## src/ucb_pkg.sv

```systemverilog
// Package for the serial port control and data buffer block.
package ucb_pkg;
    // Register map on the plain register port.
    localparam logic [3:0] UCB_ADDR_CTRL = 4'h0;
    localparam logic [3:0] UCB_ADDR_DATA = 4'h1;
    localparam logic [3:0] UCB_ADDR_TCTL = 4'h2;
    localparam logic [3:0] UCB_ADDR_BAUD = 4'h3;
    localparam logic [3:0] UCB_ADDR_IEN = 4'h4;
    // Control register field positions.
    localparam int UCB_CTRL_MSH = 7;
    localparam int UCB_CTRL_MSL = 6;
    localparam int UCB_CTRL_MPF = 5;
    localparam int UCB_CTRL_REN = 4;
    localparam int UCB_CTRL_TB9 = 3;
    localparam int UCB_CTRL_RB9 = 2;
    localparam int UCB_CTRL_TDF = 1;
    localparam int UCB_CTRL_RDF = 0;
    // Timer control field positions.
    localparam int UCB_TCTL_DBL = 7;
    localparam int UCB_TCTL_FCLK = 5;
    // Reset values.
    localparam logic [7:0] UCB_RST_CTRL = 8'h00;
    localparam logic [7:0] UCB_RST_DATA = 8'h00;
    localparam logic [7:0] UCB_RST_BAUD = 8'h00;
    // Cycle counts.
    localparam int UCB_DIV12 = 12;
    localparam int UCB_DIV32 = 32;
    localparam int UCB_SAMPLES = 16;
    localparam int UCB_DBL_DIV = 2;
    // Operating modes.
    typedef enum logic [1:0] {
        UCB_MODE_SHIFT = 2'b00,
        UCB_MODE_UART8 = 2'b01,
        UCB_MODE_UART9F = 2'b10,
        UCB_MODE_UART9B = 2'b11
    } ucb_mode_t;
    // Transmit and receive sequencer states.
    typedef enum logic [1:0] {
        UCB_ST_IDLE = 2'b00,
        UCB_ST_START = 2'b01,
        UCB_ST_BITS = 2'b10,
        UCB_ST_STOP = 2'b11
    } ucb_state_t;
endpackage : ucb_pkg

```

## src/ucb_uart.sv

```systemverilog
// Serial port control register, data buffer and bit sequencer.
//
// The register offsets and the plain strobed port were chosen for this implementation.
`timescale 1ns/1ps
`default_nettype none
module ucb_uart (
    input wire logic sys_clk_i,
    input wire logic reset_n_i,
    input wire logic [3:0] reg_addr_i,
    input wire logic [7:0] reg_wdata_i,
    input wire logic reg_wr_i,
    input wire logic reg_rd_i,
    output logic [7:0] reg_rdata_o,
    input wire logic baud_tick_i,
    input wire logic serial_in_pin_i,
    output logic serial_out_pin_o,
    output logic irq_o
);
    import ucb_pkg::*;

    ////////////////////////////////////////////////////////////////////////
    // State of the whole block.
    typedef struct packed {
        logic [7:0] ctrl;
        logic [7:0] tx_buf;
        logic [7:0] rx_buf;
        logic [7:0] tctl;
        logic [7:0] baud_reload;
        logic [7:0] baud_cnt;
        logic ien;
        logic [7:0] rdata;
        logic [5:0] pre_cnt;
        logic [3:0] tx_sub;
        ucb_state_t tx_st;
        logic [3:0] tx_bit;
        logic [9:0] tx_sh;
        logic tx_out;
        logic [3:0] rx_sub;
        ucb_state_t rx_st;
        logic [3:0] rx_bit;
        logic [8:0] rx_sh;
        logic [2:0] rx_smp;
        logic rx_prev;
    } ucb_state_s_t;

    ucb_state_s_t s_q;
    ucb_state_s_t s_d;

    // Majority of three samples taken in the middle of a bit.
    function automatic logic ucb_major(input logic [2:0] v);
        ucb_major = (v[0] & v[1]) | (v[1] & v[2]) | (v[0] & v[2]);
    endfunction : ucb_major

    ucb_mode_t mode;
    logic nine;
    logic shift_md;
    logic pre_max;
    logic bit16_tick;
    logic shift_tick;
    logic gen_tick;
    logic [5:0] fixed_div;

    ////////////////////////////////////////////////////////////////////////
    // Rate generation; every rate is a one-cycle enable.
    always_comb begin
        mode = ucb_mode_t'({s_q.ctrl[UCB_CTRL_MSH], s_q.ctrl[UCB_CTRL_MSL]});
        nine = s_q.ctrl[UCB_CTRL_MSH];
        shift_md = (mode == UCB_MODE_SHIFT);
        // Fixed mode: sixteen samples per bit, so 2 or 4 clocks a sample.
        fixed_div = s_q.tctl[UCB_TCTL_DBL] ? 6'(UCB_DIV32 / UCB_SAMPLES)
                                           : 6'(UCB_DBL_DIV * UCB_DIV32 / UCB_SAMPLES);
        // Generated rate: reload timer overflow, passed only while pre_cnt bit 0 is set unless doubled.
        gen_tick = baud_tick_i && (s_q.baud_cnt == 8'hFF)
                   && (s_q.tctl[UCB_TCTL_DBL] || s_q.pre_cnt[0]);
        pre_max = 1'b0;
        unique case (mode)
            UCB_MODE_SHIFT: pre_max = (s_q.pre_cnt == 6'(UCB_DIV12 - 1));
            UCB_MODE_UART9F: pre_max = (s_q.pre_cnt == fixed_div - 6'd1);
            UCB_MODE_UART8, UCB_MODE_UART9B: pre_max = 1'b0;
        endcase
        // Shift clock: full clock when filter bit set, else over 12.
        shift_tick = s_q.ctrl[UCB_CTRL_MPF] ? 1'b1 : pre_max;
        bit16_tick = (mode == UCB_MODE_UART9F) ? pre_max : gen_tick;
    end

    ////////////////////////////////////////////////////////////////////////
    // Next-state logic: registers, transmitter and receiver.
    always_comb begin
        logic rx_bitval;
        logic rx_ok;
        logic tx_set;
        logic rx_set;
        logic clr_t;
        logic clr_r;
        rx_bitval = 1'b0;
        rx_ok = 1'b0;
        tx_set = 1'b0;
        rx_set = 1'b0;
        clr_t = 1'b0;
        clr_r = 1'b0;
        s_d = s_q;
        s_d.rdata = 8'h00;

        // Prescaler and reload timer.
        if (pre_max || (!shift_md && mode != UCB_MODE_UART9F && gen_tick)) begin
            s_d.pre_cnt = (mode == UCB_MODE_UART9F || shift_md) ? 6'd0 : s_q.pre_cnt + 6'd1;
        end else if (shift_md || mode == UCB_MODE_UART9F) begin
            s_d.pre_cnt = s_q.pre_cnt + 6'd1;
        end
        if (baud_tick_i) begin
            s_d.baud_cnt = (s_q.baud_cnt == 8'hFF) ? s_q.baud_reload : s_q.baud_cnt + 8'd1;
        end

        // Register writes; the done flags are only cleared by software.
        if (reg_wr_i) begin
            unique case (reg_addr_i)
                UCB_ADDR_CTRL: begin
                    s_d.ctrl = reg_wdata_i;
                    clr_t = !reg_wdata_i[UCB_CTRL_TDF];
                    clr_r = !reg_wdata_i[UCB_CTRL_RDF];
                end
                UCB_ADDR_DATA: begin
                    s_d.tx_buf = reg_wdata_i;
                    // Writing the buffer launches a frame.
                    s_d.tx_st = UCB_ST_START;
                    s_d.tx_sub = 4'd0;
                    s_d.tx_bit = 4'd0;
                    s_d.tx_sh = {nine ? s_q.ctrl[UCB_CTRL_TB9] : 1'b1, reg_wdata_i, 1'b0};
                end
                UCB_ADDR_TCTL: s_d.tctl = reg_wdata_i;
                UCB_ADDR_BAUD: s_d.baud_reload = reg_wdata_i;
                UCB_ADDR_IEN: s_d.ien = reg_wdata_i[0];
                default: ;
            endcase
        end
        s_d.ctrl[UCB_CTRL_TDF] = s_q.ctrl[UCB_CTRL_TDF] & !clr_t;
        s_d.ctrl[UCB_CTRL_RDF] = s_q.ctrl[UCB_CTRL_RDF] & !clr_r;
        if (reg_wr_i && reg_addr_i == UCB_ADDR_CTRL) begin
            s_d.ctrl[UCB_CTRL_TB9] = reg_wdata_i[UCB_CTRL_TB9];
        end

        // Transmitter; runs alone of the receiver in async modes.
        if (shift_md && s_q.tx_st != UCB_ST_IDLE && shift_tick) begin
            s_d.tx_out = s_q.tx_sh[1];
            s_d.tx_sh = {1'b1, s_q.tx_sh[9:1]};
            s_d.tx_bit = s_q.tx_bit + 4'd1;
            s_d.tx_st = UCB_ST_BITS;
            if (s_q.tx_bit == 4'd8) begin
                s_d.tx_st = UCB_ST_IDLE;
                s_d.tx_out = 1'b1;
                tx_set = 1'b1;
            end
        end else if (!shift_md && s_q.tx_st != UCB_ST_IDLE && bit16_tick) begin
            s_d.tx_sub = s_q.tx_sub + 4'd1;
            if (s_q.tx_sub == 4'd0) begin
                unique case (s_q.tx_st)
                    UCB_ST_START: begin
                        s_d.tx_out = 1'b0;
                        s_d.tx_st = UCB_ST_BITS;
                    end
                    UCB_ST_BITS: begin
                        s_d.tx_out = s_q.tx_sh[1];
                        s_d.tx_sh = {1'b1, s_q.tx_sh[9:1]};
                        s_d.tx_bit = s_q.tx_bit + 4'd1;
                        if (s_q.tx_bit == (nine ? 4'd8 : 4'd7)) begin
                            s_d.tx_st = UCB_ST_STOP;
                        end
                    end
                    UCB_ST_STOP: begin
                        s_d.tx_out = 1'b1;
                        s_d.tx_st = UCB_ST_IDLE;
                        tx_set = 1'b1;
                    end
                    default: s_d.tx_st = UCB_ST_IDLE;
                endcase
            end
        end

        // Receiver.
        s_d.rx_prev = serial_in_pin_i;
        if (!s_q.ctrl[UCB_CTRL_REN]) begin
            s_d.rx_st = UCB_ST_IDLE;
        end else if (shift_md) begin
            // Shift mode receives once enabled and the flag is clear.
            if (s_q.rx_st == UCB_ST_IDLE && !s_q.ctrl[UCB_CTRL_RDF]) begin
                s_d.rx_st = UCB_ST_BITS;
                s_d.rx_bit = 4'd0;
            end else if (s_q.rx_st == UCB_ST_BITS && shift_tick) begin
                s_d.rx_sh = {serial_in_pin_i, s_q.rx_sh[8:1]};
                s_d.rx_bit = s_q.rx_bit + 4'd1;
                if (s_q.rx_bit == 4'd7) begin
                    s_d.rx_st = UCB_ST_STOP;
                    s_d.rx_buf = {serial_in_pin_i, s_q.rx_sh[8:2]};
                    rx_set = 1'b1;
                end
            end
        end else if (s_q.rx_st == UCB_ST_IDLE) begin
            if (s_q.rx_prev && !serial_in_pin_i) begin
                s_d.rx_st = UCB_ST_START;
                s_d.rx_sub = 4'd0;
                s_d.rx_bit = 4'd0;
            end
        end else if (bit16_tick) begin
            s_d.rx_sub = s_q.rx_sub + 4'd1;
            if (s_q.rx_sub >= 4'd7 && s_q.rx_sub <= 4'd9) begin
                s_d.rx_smp = {s_q.rx_smp[1:0], serial_in_pin_i};
            end
            rx_bitval = ucb_major(s_q.rx_smp);
            if (s_q.rx_sub == 4'd10) begin
                unique case (s_q.rx_st)
                    UCB_ST_START: begin
                        s_d.rx_st = rx_bitval ? UCB_ST_IDLE : UCB_ST_BITS;
                    end
                    UCB_ST_BITS: begin
                        s_d.rx_sh = {rx_bitval, s_q.rx_sh[8:1]};
                        s_d.rx_bit = s_q.rx_bit + 4'd1;
                        if (s_q.rx_bit == (nine ? 4'd8 : 4'd7)) begin
                            s_d.rx_st = nine ? UCB_ST_IDLE : UCB_ST_STOP;
                        end
                        if (nine && s_q.rx_bit == 4'd8) begin
                            // Ninth bit ends the frame for the flag.
                            rx_ok = !s_q.ctrl[UCB_CTRL_RDF]
                                    && (!s_q.ctrl[UCB_CTRL_MPF] || rx_bitval);
                            if (rx_ok) begin
                                s_d.rx_buf = s_q.rx_sh[8:1];
                                s_d.ctrl[UCB_CTRL_RB9] = rx_bitval;
                                rx_set = 1'b1;
                            end
                        end
                    end
                    UCB_ST_STOP: begin
                        s_d.rx_st = UCB_ST_IDLE;
                        rx_ok = !s_q.ctrl[UCB_CTRL_RDF]
                                && (!s_q.ctrl[UCB_CTRL_MPF] || rx_bitval);
                        if (rx_ok) begin
                            s_d.rx_buf = s_q.rx_sh[8:1];
                            s_d.ctrl[UCB_CTRL_RB9] = rx_bitval;
                            rx_set = 1'b1;
                        end
                    end
                    default: s_d.rx_st = UCB_ST_IDLE;
                endcase
            end
        end
        // Shift mode stays parked after a byte until the flag drops.
        if (shift_md && s_q.rx_st == UCB_ST_STOP && !s_q.ctrl[UCB_CTRL_RDF] && !rx_set) begin
            s_d.rx_st = UCB_ST_IDLE;
        end

        // Hardware set beats a software clear in the same cycle.
        if (tx_set) begin
            s_d.ctrl[UCB_CTRL_TDF] = 1'b1;
        end
        if (rx_set) begin
            s_d.ctrl[UCB_CTRL_RDF] = 1'b1;
        end

        // Read data stand in the cycle after the strobe.
        if (reg_rd_i) begin
            unique case (reg_addr_i)
                UCB_ADDR_CTRL: s_d.rdata = s_q.ctrl;
                UCB_ADDR_DATA: s_d.rdata = s_q.rx_buf;
                UCB_ADDR_TCTL: s_d.rdata = s_q.tctl;
                UCB_ADDR_BAUD: s_d.rdata = s_q.baud_reload;
                UCB_ADDR_IEN: s_d.rdata = {7'h00, s_q.ien};
                default: s_d.rdata = 8'h00;
            endcase
        end
    end

    ////////////////////////////////////////////////////////////////////////
    // State register.
    always_ff @(posedge sys_clk_i or negedge reset_n_i) begin
        if (!reset_n_i) begin
            s_q <= '0;
            s_q.ctrl <= UCB_RST_CTRL;
            s_q.tx_buf <= UCB_RST_DATA;
            s_q.rx_buf <= UCB_RST_DATA;
            s_q.baud_reload <= UCB_RST_BAUD;
            s_q.baud_cnt <= UCB_RST_BAUD;
            s_q.tx_sh <= 10'h3FF;
            s_q.tx_out <= 1'b1;
            s_q.rx_prev <= 1'b1;
            s_q.tx_st <= UCB_ST_IDLE;
            s_q.rx_st <= UCB_ST_IDLE;
        end else begin
            s_q <= s_d;
        end
    end

    ////////////////////////////////////////////////////////////////////////
    // Outputs.
    assign reg_rdata_o = s_q.rdata;
    assign serial_out_pin_o = s_q.tx_out;
    assign irq_o = s_q.ien && (s_q.ctrl[UCB_CTRL_TDF] || s_q.ctrl[UCB_CTRL_RDF]);
endmodule : ucb_uart
`default_nettype wire

```

## config.mk

```make
export PLATFORM = sky130hd
export DESIGN_NAME = ucb_uart
export DESIGN_NICKNAME = d
export VERILOG_FILES = /design/src/ucb_pkg.sv /design/src/ucb_uart.sv
export SDC_FILE = /design/constraint.sdc
export NUM_CORES = 1
export LEC_CHECK = 0
export ABC_AREA = 1
export BUFFER_PORTS_ARGS = -buffer_cell sky130_fd_sc_hd__buf_2
export CAP_MARGIN = 15
export CORE_ASPECT_RATIO = 1.75
export CORE_MARGIN = 2
export CORE_UTILIZATION = 44
export CTS_CLUSTER_DIAMETER = 150
export DETAILED_ROUTE_END_ITERATION = 6
export SYNTH_ARGS = -nofsm -noshare
export SYNTH_HDL_FRONTEND = slang
export SYNTH_SLANG_ARGS = --single-unit
```

## constraint.sdc

```tcl
create_clock -name sys_clk_i -period 1.8 [get_ports sys_clk_i]
set_clock_uncertainty 0.05 [all_clocks]
set_input_delay 0.54 -clock sys_clk_i [delete_from_list [all_inputs] [get_ports sys_clk_i]]
set_output_delay 0.54 -clock sys_clk_i [all_outputs]
set_load 0.02 [all_outputs]
```

# Yosys cells after proc, flatten, opt, wreduce, memory -nomap -nowiden
# Cells that the tools add are included.
# word_totals
regBits,107
inputBits,18
output_inout_bits,10
word_cells,229
# op_classes
add_sub_neg,7
magnitude_cmp,2
eq_ne,37
n_mux,86
n_bitwise,9
n_reduce_logical,66
# ops
operator,n
two-way mux 8 bit,12
two-way mux 15 bit,3
two-way mux 20 bit,2
one-hot mux 8 bit (5 select lines),1
two-way mux 17 bit,2
two-way mux 1 bit,33
two-way mux 12 bit,2
two-way mux 6 bit,4
two-way mux 22 bit,1
two-way mux 21 bit,1
two-way mux 10 bit,2
nonzero test 2 bit,10
logical AND 1 bit,19
adder 4 x 1 -> 4 bit (second input constant),4
two-way mux 2 bit,8
one-hot mux 8 bit (2 select lines),1
two-way mux 14 bit,1
two-way mux 13 bit,1
equality test 2 bit (second input constant),6
equality test 4 bit (second input constant),3
two-way mux 4 bit,3
AND reduction 2 bit,6
AND reduction 6 bit,2
nonzero test 3 bit,4
40 further kinds,76

# Logic depth before layout (Yosys ltp)
# Gate-level depths: netlist of run 1.
# logic_depth
word_depth,17
depth_mapped,14
depth_no_buf,14

# Worst setup path after synthesis of run 1
# No wires, ideal clock.
# synth_path
path_kind,input port to flip-flop
startpoint,in baud_tick_i
endpoint,reg s_q[37] in the netlist's numbering
setup_ns,0.116
arrival_time_ns,1.711
t_required_ns,1.634
setup_slack_ns,-0.078
path_stages,11
n_path_buf,2
cell_sequence,buf_2 inv_2 nor2_4 nand2_1 nand2_1 nand3_4 o21ai_4 nand2_4 buf_6 nand2_1 nand2_1
# synth_lines
element,line,rtl
"start, declared",ucb_uart.sv:14,"input wire logic baud_tick_i,"
"end, declared",ucb_uart.sv:46,ucb_state_s_t s_q;

==> results.toml, run 1 <==
[layout]
final_util = 0.579
drive_above_1_share = 0.294
regArea_mm2 = 0.00244
multi_input_area_mm2 = 0.00288
syn2layout_area_growth_pct = 29.0
layout_commonest_cell = "nand2_1"
final_nets = 869
final_cell_mix = "171 x nand2_1, 91 x buf_4, 83 x inv_1, 83 x dfrtp_1, 72 x o21ai_0"
fill_cells = 1165
diodes = 0

[drt]
antenna_left = 0
via_per_inst = 5.08
num_vias = 5092
drc_errors = 0
wire_per_inst_um = 15.2
drt_pre_antenna_iters = 5
drt_wl_total_um = 15300
drt_iter0_drc = 303

[critical_path]
crit_fanout = 4
crit_path_end_kind = "flop"
crit_type = "reg -> reg"
start_kind = "flop"
cp_data_required_time_ns = 2.04
cp.arrival_ns = 2.07

[synthesis]
synth_top_area_frac = 0.386
synth_fp_nets = 751
yosysWarnings = 0
ys_seq_area_frac = 0.438
yosysTopAreaCell = "dfrtp_1"
synth.top_cells.by_area = "dfrtp_1 39%, nand2_1 13%, o21ai_0 6.9%"
syn_avg_cell_area_um2 = 7.84
synth_area_mm2 = 0.00558
syn_inst = 711
yosysUniqueCellTypes = 43
ys_ff_latch = 97

[cts]
clk_latency_ns = 0.35
tritoncts = "yes"
clkSlewWorstSetupHoldPaths_ns = 0.07
h-tree-depth = 3
cts_sinks = 97
clock_path_buffers = 2
hold_buffers = 0
root_buffer = "clkbuf_16"
cts_buffers = 9

[sta]
setup_viol = 11
finalWorstSetupSlack_ns = -0.0301
drv_slew = 0
rsz0062_at_grt = "yes"
timing.fmax_ghz = 0.546
fin_tns_setup_ns = -0.126
hold_viol = 0
finalCritPeriodShare = 1.02
fin_crit_ns = 1.83
worst_hold_slack_ns = 0.0447
worst_slew_pin_slew_ns = 0.438
slew_headroom = 0.705

[pwr]
power.density_mw_per_mm2 = 1270
p_total_mw = 9.13
p_leak_nw = 3.66
peakVddDrop_v = 0.000732

[placement]
portBuffers = 27
routabilityCongestion = 0.977
dp_hpwl_um = 11500

[floorplan]
die_w_um = 89.1
dieArea_mm2 = 0.0136
coreArea_mm2 = 0.0124
core.rowCount = 54
ios = 28
start_util = 0.449
die_h_um = 153

[global_route]
track_usage = 0.233
grt_pass1_vias = 5199
grt_pass1_wl_um = 24700
grt_overflow = 0
antenna_found_initial = 0
grt_max_degree = 34

[run_status]
status = "complete, but fails checks"
violations = "negative setup slack"

[hold_path]
hold_path_class = "in -> async"

[job]
maxCapViolCount = 0
[cells by family (layout without fill, tap and decap cells)]
family / count (synthesis) / in the layout / share of synthesized area
AO/OA/AOI/OAI: 134 / 134 / 0.142
XOR/XNOR: 12 / 12 / 0.0188
adder cells (fa/ha/maj): 22 / 22 / 0.0494
buffers and inverters: 118 / 239 / 0.0938
flip-flops: 97 / 97 / 0.438
AND/OR/NAND/NOR: 328 / 330 / 0.258
[state kept, by name (all words and copies together) (netlist names)]
| name | count |
|---|---|
| reg_rdata_o | 8 |
| serial_out_pin_o | 1 |
| s_q | 86 |
| mode | 2 |
[layer usage]
| metal | vias up | track usage | part of all wire |
|---|---|---|---|
| met4 | 0 | 0.0974 | 0.042 |
| met5 | - | 0 | 0 |
| li1 | 2527 | - | - |
| met3 | 40 | 0.0275 | 0.032 |
| met1 | 2410 | 0.254 | 0.37 |
| met2 | 115 | 0.434 | 0.55 |
[cells in the mapped netlist, drive strengths merged]
cell type    n
buf         18
a41oi        1
o2111ai      1
a21boi       1
o221ai       1
xor2        11
dfstp       11
clkbuf       7
o21a         1
a21oi       15
o31ai        1
nand4       11
a221oi       6
inv         92
o21ai       95
o22ai        2
clkinv       1
ha          22
nand3       50
o211ai       7
dfrtp       86
xnor2        1
a21o         1
nor3         6
nor2        60
o211a        1
nand2      200
a31oi        1
or2          1
[through the flow]
| step | instances | cell area (µm²) | setup WS (ns) |
|---|---|---|---|
| after detailed placement | 972 | 6510 | -0.125 |
| after global routing | 1002 | 7200 | -0.144 |
| final | 1002 | 7200 | -0.0301 |
| after CTS | 999 | 6960 | -0.0178 |
| after global placement | 972 | 6510 | -0.113 |
| after floorplan | 711 | 5590 | -0.00665 |
[final timing paths]
kind                                    end  cells past startpoint  slack (ns)        startpoint
setup / recovery                    s_q[34]                     13       -0.03           s_q[60]
hold / removal                      s_q[64]                      1        0.04         reset_n_i
setup reg to reg                    s_q[34]                     13       -0.03           s_q[60]
hold reg to reg            serial_out_pin_o                      2        0.40  serial_out_pin_o
max in group asynchronous           s_q[99]                      2        1.07         reset_n_i
min in group sys_clk_i               s_q[0]                      1        0.27   serial_in_pin_i
[where the power goes]
group          internal (mW)  switching [mW]
clock network          0.982           0.940
registers               2.84           0.455
logic                   1.66            2.26
total                   5.48            3.65
[repair_timing]
action                     CTS  global route
gates resized for setup     22            57
buffers inserted             8             4
gates cloned                 3             0
pin swaps                   12            23
setup endpoints to repair   46            48
[critical path, cell delays in order (launching register included)]
cell and delay (ns):
dfrtp_1 0.35, ha_2 0.19, nand2_2 0.06, inv_2 0.05
nand2_2 0.07, nor2_4 0.15, nand2_2 0.09, nand2_4 0.09
nand3_4 0.08, o21ai_4 0.20, buf_6 0.14, buf_6 0.10
nand3_1 0.06, nand2_1 0.08
[final cells by class]
type / count / area share
Timing Repair inverter: 1 / 0.00122
Multi-Input combinational cell: 498 / 0.400
Sequential cell: 97 / 0.340
Inverter: 93 / 0.0508
Clock inverter: 7 / 0.0101
Clock buffer: 9 / 0.0313
Tap cell: 168 / 0.0292
Timing Repair Buffer: 129 / 0.138
No activity file was read; power rests on OpenSTA's default activity.
==> inputs of run 2 (changes only) <==
Settings changed: CORE_ASPECT_RATIO 1.75 to unset.
Clock period 1.8 ns to 2.3 ns, I/O delays scaled along.
==> results.toml, run 2 (synthesis results as in run 1) <==
[cts]
tritoncts = "yes"
hold_buffers = 0
clock_path_buffers = 2
h-tree-depth = 3
clk_latency_ns = 0.35
cts_setup_buffers = 0
post_cts_resized = 0
cts_buffers = 9
clkSlewWorstSetupHoldPaths_ns = 0.07
root_buffer = "clkbuf_16"
cts_sinks = 97

[sta]
finalWorstSetupSlack_ns = 0.232
hold_viol = 0
fin_tns_setup_ns = 0
drv_slew = 0
timing.fmax_ghz = 0.484
setup_viol = 0
worst_slew_pin_slew_ns = 0.436
slew_headroom = 0.709
rsz0062_at_grt = "no"
fin_crit_ns = 2.07
finalCritPeriodShare = 0.899

[global_route]
antenna_found_initial = 0
track_usage = 0.208
grt_overflow = 0
grt_max_degree = 40
grt_pass1_wl_um = 21900
grt_pass1_vias = 4441

[floorplan]
coreArea_mm2 = 0.0125
die_h_um = 117
die_w_um = 117
dieArea_mm2 = 0.0136
start_util = 0.446
ios = 28
core.rowCount = 41

[critical_path]
crit_type = "reg -> reg"
reg2reg_depth = 12
r2r-end = "s_q[1]"
start_kind = "flop"
crit_fanout = 6
cp_data_required_time_ns = 2.47
crit_path_end_kind = "flop"
r2r-start = "s_q[59]"
r2r_setup_slack_ns = 0.23
cp.arrival_ns = 2.24

[layout]
final_cells = 917
syn2layout_area_growth_pct = 11.2
regMostFlops = "s_q"
final_cell_mix = "188 x nand2_1, 88 x inv_1, 86 x dfrtp_1"
final_util = 0.495
fin_area_mm2 = 0.00620
drive_above_1_share = 0.145
final_nets = 780
layout_commonest_cell = "nand2_1"
diodes = 0
largest_reg_flops = 86

[pwr]
pwr-share-clk = 0.245
swShare = 0.390
cell_internal_pwr_mw = 3.83
share_comb_of_total_power = 0.339
power.density_mw_per_mm2 = 1010
seqPwrFrac = 0.416
p_sw_mw = 2.45
p_leak_nw = 3.16
peakVddDrop_v = 0.000413

[run_status]
status = "completed"

[placement]
placed_area_mm2 = 0.00590
portBuffers = 27
routabilityCongestion = 0.902
dp_slack_ns = 0.151
place_inst = 901
dp_hpwl_um = 9690

[drt]
num_vias = 4640
drt_wl_total_um = 12900
drt_iter0_drc = 467
drc_errors = 0
drt_pre_antenna_iters = 5
via_per_inst = 5.06
antenna_left = 0
wire_per_inst_um = 14.1

[job]
maxCapViolCount = 0

[hold_path]
hold_path_class = "in -> async"
run 2: per-stage QoR:
stage                     hold slack, ns  power [mW]
after floorplan                    0.344        4.19
after global placement             0.410        4.70
after detailed placement           0.411        4.77
after CTS                          0.240        6.33
after global routing               0.258        6.79
final                              0.224        6.29
run 2: power by group through the flow:
stage	registers, mW	logic, mW	clock network (mW)
2_1_floorplan	2.52	1.67	0
3_3_place_gp	2.63	2.08	0
3_5_place_dp	2.65	2.12	0
5_1_grt	2.69	2.46	1.64
4_1_cts	2.62	2.13	1.57
6_report	2.62	2.13	1.54
run 2: worst max path at each step:
stage	from	end	slack (ns)
after detailed placement	baud_tick_i	s_q[1]	0.15
after floorplan	baud_tick_i	s_q[37]	0.27
after global placement	baud_tick_i	s_q[2]	0.21
final	s_q[59]	s_q[1]	0.23
after CTS	s_q[59]	s_q[1]	0.22
after global routing	s_q[59]	s_q[1]	0.005
run 2: per-layer routing:
metal	routed length (µm)	vias to the layer above	global-route usage
met5	0	-	0
li1	-	2347	-
met4	323	0	0.0894
met2	5820	102	0.327
met1	6200	2168	0.287
met3	585	23	0.0311
run 2: critical path, cell delays in order (launching register included):
cell	delay, ns
dfrtp_1	0.40
ha_1	0.18
nand2_1	0.10
inv_1	0.08
nand2_2	0.07
nor2_4	0.13
nand2_1	0.10
nand2_1	0.14
nand2_1	0.16
inv_1	0.21
o211ai_2	0.17
nand2_1	0.08
o21ai_0	0.08
run 2: final cells by class:
class / count / area (µm²)
clock buffer: 9 / 225
clock inverter: 7 / 73.8
fill: 1237 / 6320
inverter: 93 / 350
multi-input combinational: 496 / 2610
sequential: 97 / 2440
tap: 172 / 215
timing repair buffer: 43 / 283
==> inputs of run 3 (changes only) <==
Settings changed: CORE_MARGIN 2 to 8.
==> results.toml, run 3 (synthesis results as in run 1) <==
[drt]
drt_wl_total_um = 13100
drt_pre_antenna_iters = 5
wire_per_inst_um = 14.3
num_vias = 4628
drt_iter0_drc = 368
via_per_inst = 5.06
drc_errors = 0
antenna_left = 0

[global_route]
grt_overflow = 0
track_usage = 0.170
grt_max_degree = 43
antenna_found_initial = 0
grt_pass1_vias = 4501
grt_pass1_wl_um = 22300

[critical_path]
crit_path_end_kind = "flop"
r2r_setup_slack_ns = 0.20
r2r-end = "s_q[3]"
crit_type = "reg -> reg"
reg2reg_depth = 12
start_kind = "flop"
crit_fanout = 6
cp.arrival_ns = 2.28
r2r-start = "s_q[59]"
cp_data_required_time_ns = 2.48

[sta]
slew_headroom = 0.694
fin_tns_setup_ns = 0
finalCritPeriodShare = 0.914
worst_slew_pin_slew_ns = 0.458
timing.fmax_ghz = 0.476
fin_crit_ns = 2.10
rsz0062_at_grt = "no"
setup_viol = 0
drv_slew = 0
finalWorstSetupSlack_ns = 0.198
hold_viol = 0

[placement]
placed_area_mm2 = 0.00588
place_inst = 898
dp_slack_ns = 0.116
routabilityCongestion = 0.902
dp_hpwl_um = 9980
portBuffers = 27

[layout]
largest_reg_flops = 86
regMostFlops = "s_q"
final_cells = 914
syn2layout_area_growth_pct = 11.1
final_cell_mix = "188 x nand2_1, 88 x inv_1, 85 x dfrtp_1"
diodes = 0
fill_cells = 1274
layout_commonest_cell = "nand2_1"
fin_area_mm2 = 0.00620
drive_above_1_share = 0.144
final_nets = 777

[cts]
post_cts_resized = 0
root_buffer = "clkbuf_16"
cts_buffers = 9
clk_latency_ns = 0.35
hold_buffers = 0
h-tree-depth = 3
tritoncts = "yes"
clock_path_buffers = 2
cts_sinks = 97
clkSlewWorstSetupHoldPaths_ns = 0.07
cts_setup_buffers = 0

[floorplan]
die_w_um = 129
core.rowCount = 41
start_util = 0.446
dieArea_mm2 = 0.0165
die_h_um = 129
ios = 28
coreArea_mm2 = 0.0125

[pwr]
share_comb_of_total_power = 0.335
swShare = 0.388
pwr-share-clk = 0.248
p_sw_mw = 2.45
power.density_mw_per_mm2 = 1020
peakVddDrop_v = 0.000404
cell_internal_pwr_mw = 3.86
p_leak_nw = 3.15
seqPwrFrac = 0.417

[hold_path]
hold_path_class = "in -> async"

[job]
maxCapViolCount = 0

[run_status]
status = "completed"
-- run 3: metrics by stage --
step                      utilization  hold slack (ns)  total power [mW]
final                           0.495            0.225              6.31
after global routing            0.495            0.249              6.82
after CTS                       0.495            0.229              6.36
after detailed placement        0.470            0.408              4.76
after global placement          0.470            0.408              4.71
after floorplan                     -            0.344              4.19
-- run 3: power by group through the flow --
stage               combinational [mW]  sequential, mW  clock [mW]
floorplan                         1.67            2.52           0
global placement                  2.07            2.64           0
detailed placement                2.11            2.65           0
CTS                               2.13            2.62        1.60
global route                      2.45            2.69        1.68
finish                            2.12            2.63        1.56
-- run 3: worst max-delay path by stage --
stage	from	to	depth (start not counted)	slack [ns]
4_1_cts	mode[1]	s_q[17]	10	0.19
3_5_place_dp	baud_tick_i	s_q[1]	10	0.12
5_1_grt	s_q[59]	s_q[3]	12	0.01
3_3_place_gp	reg_addr_i[3]	s_q[82]	9	0.20
2_1_floorplan	baud_tick_i	s_q[37]	11	0.27
6_report	s_q[59]	s_q[3]	12	0.20
-- run 3: critical path, cell delays in order, from the launching register on --
cell and delay, ns:
dfrtp_1 0.40, ha_1 0.18, nand2_1 0.09, inv_1 0.08
nand2_2 0.07, nor2_4 0.13, nand2_1 0.10, nand2_1 0.14
nand2_1 0.17, inv_1 0.22, o211ai_2 0.17, nand2_1 0.09
o21ai_0 0.07
-- run 3: cell type report --
| class | count | area, µm² | share of cell area |
|---|---|---|---|
| well taps | 172 | 215 | 0.0347 |
| repair buffers | 40 | 260 | 0.0420 |
| clock inverters | 6 | 72.6 | 0.0117 |
| multi-input cells | 496 | 2620 | 0.422 |
| flip-flops and latches | 97 | 2440 | 0.394 |
| clock buffers | 10 | 239 | 0.0386 |
| inverters | 93 | 350 | 0.0565 |
-- run 3: metal layers --
metal / global-route usage / wire, µm / vias up
met5: 0 / 0 / -
met4: 0.0753 / 272 / 0
met3: 0.0273 / 548 / 19
met2: 0.276 / 6000 / 89
met1: 0.219 / 6230 / 2180
li1: - / - / 2340
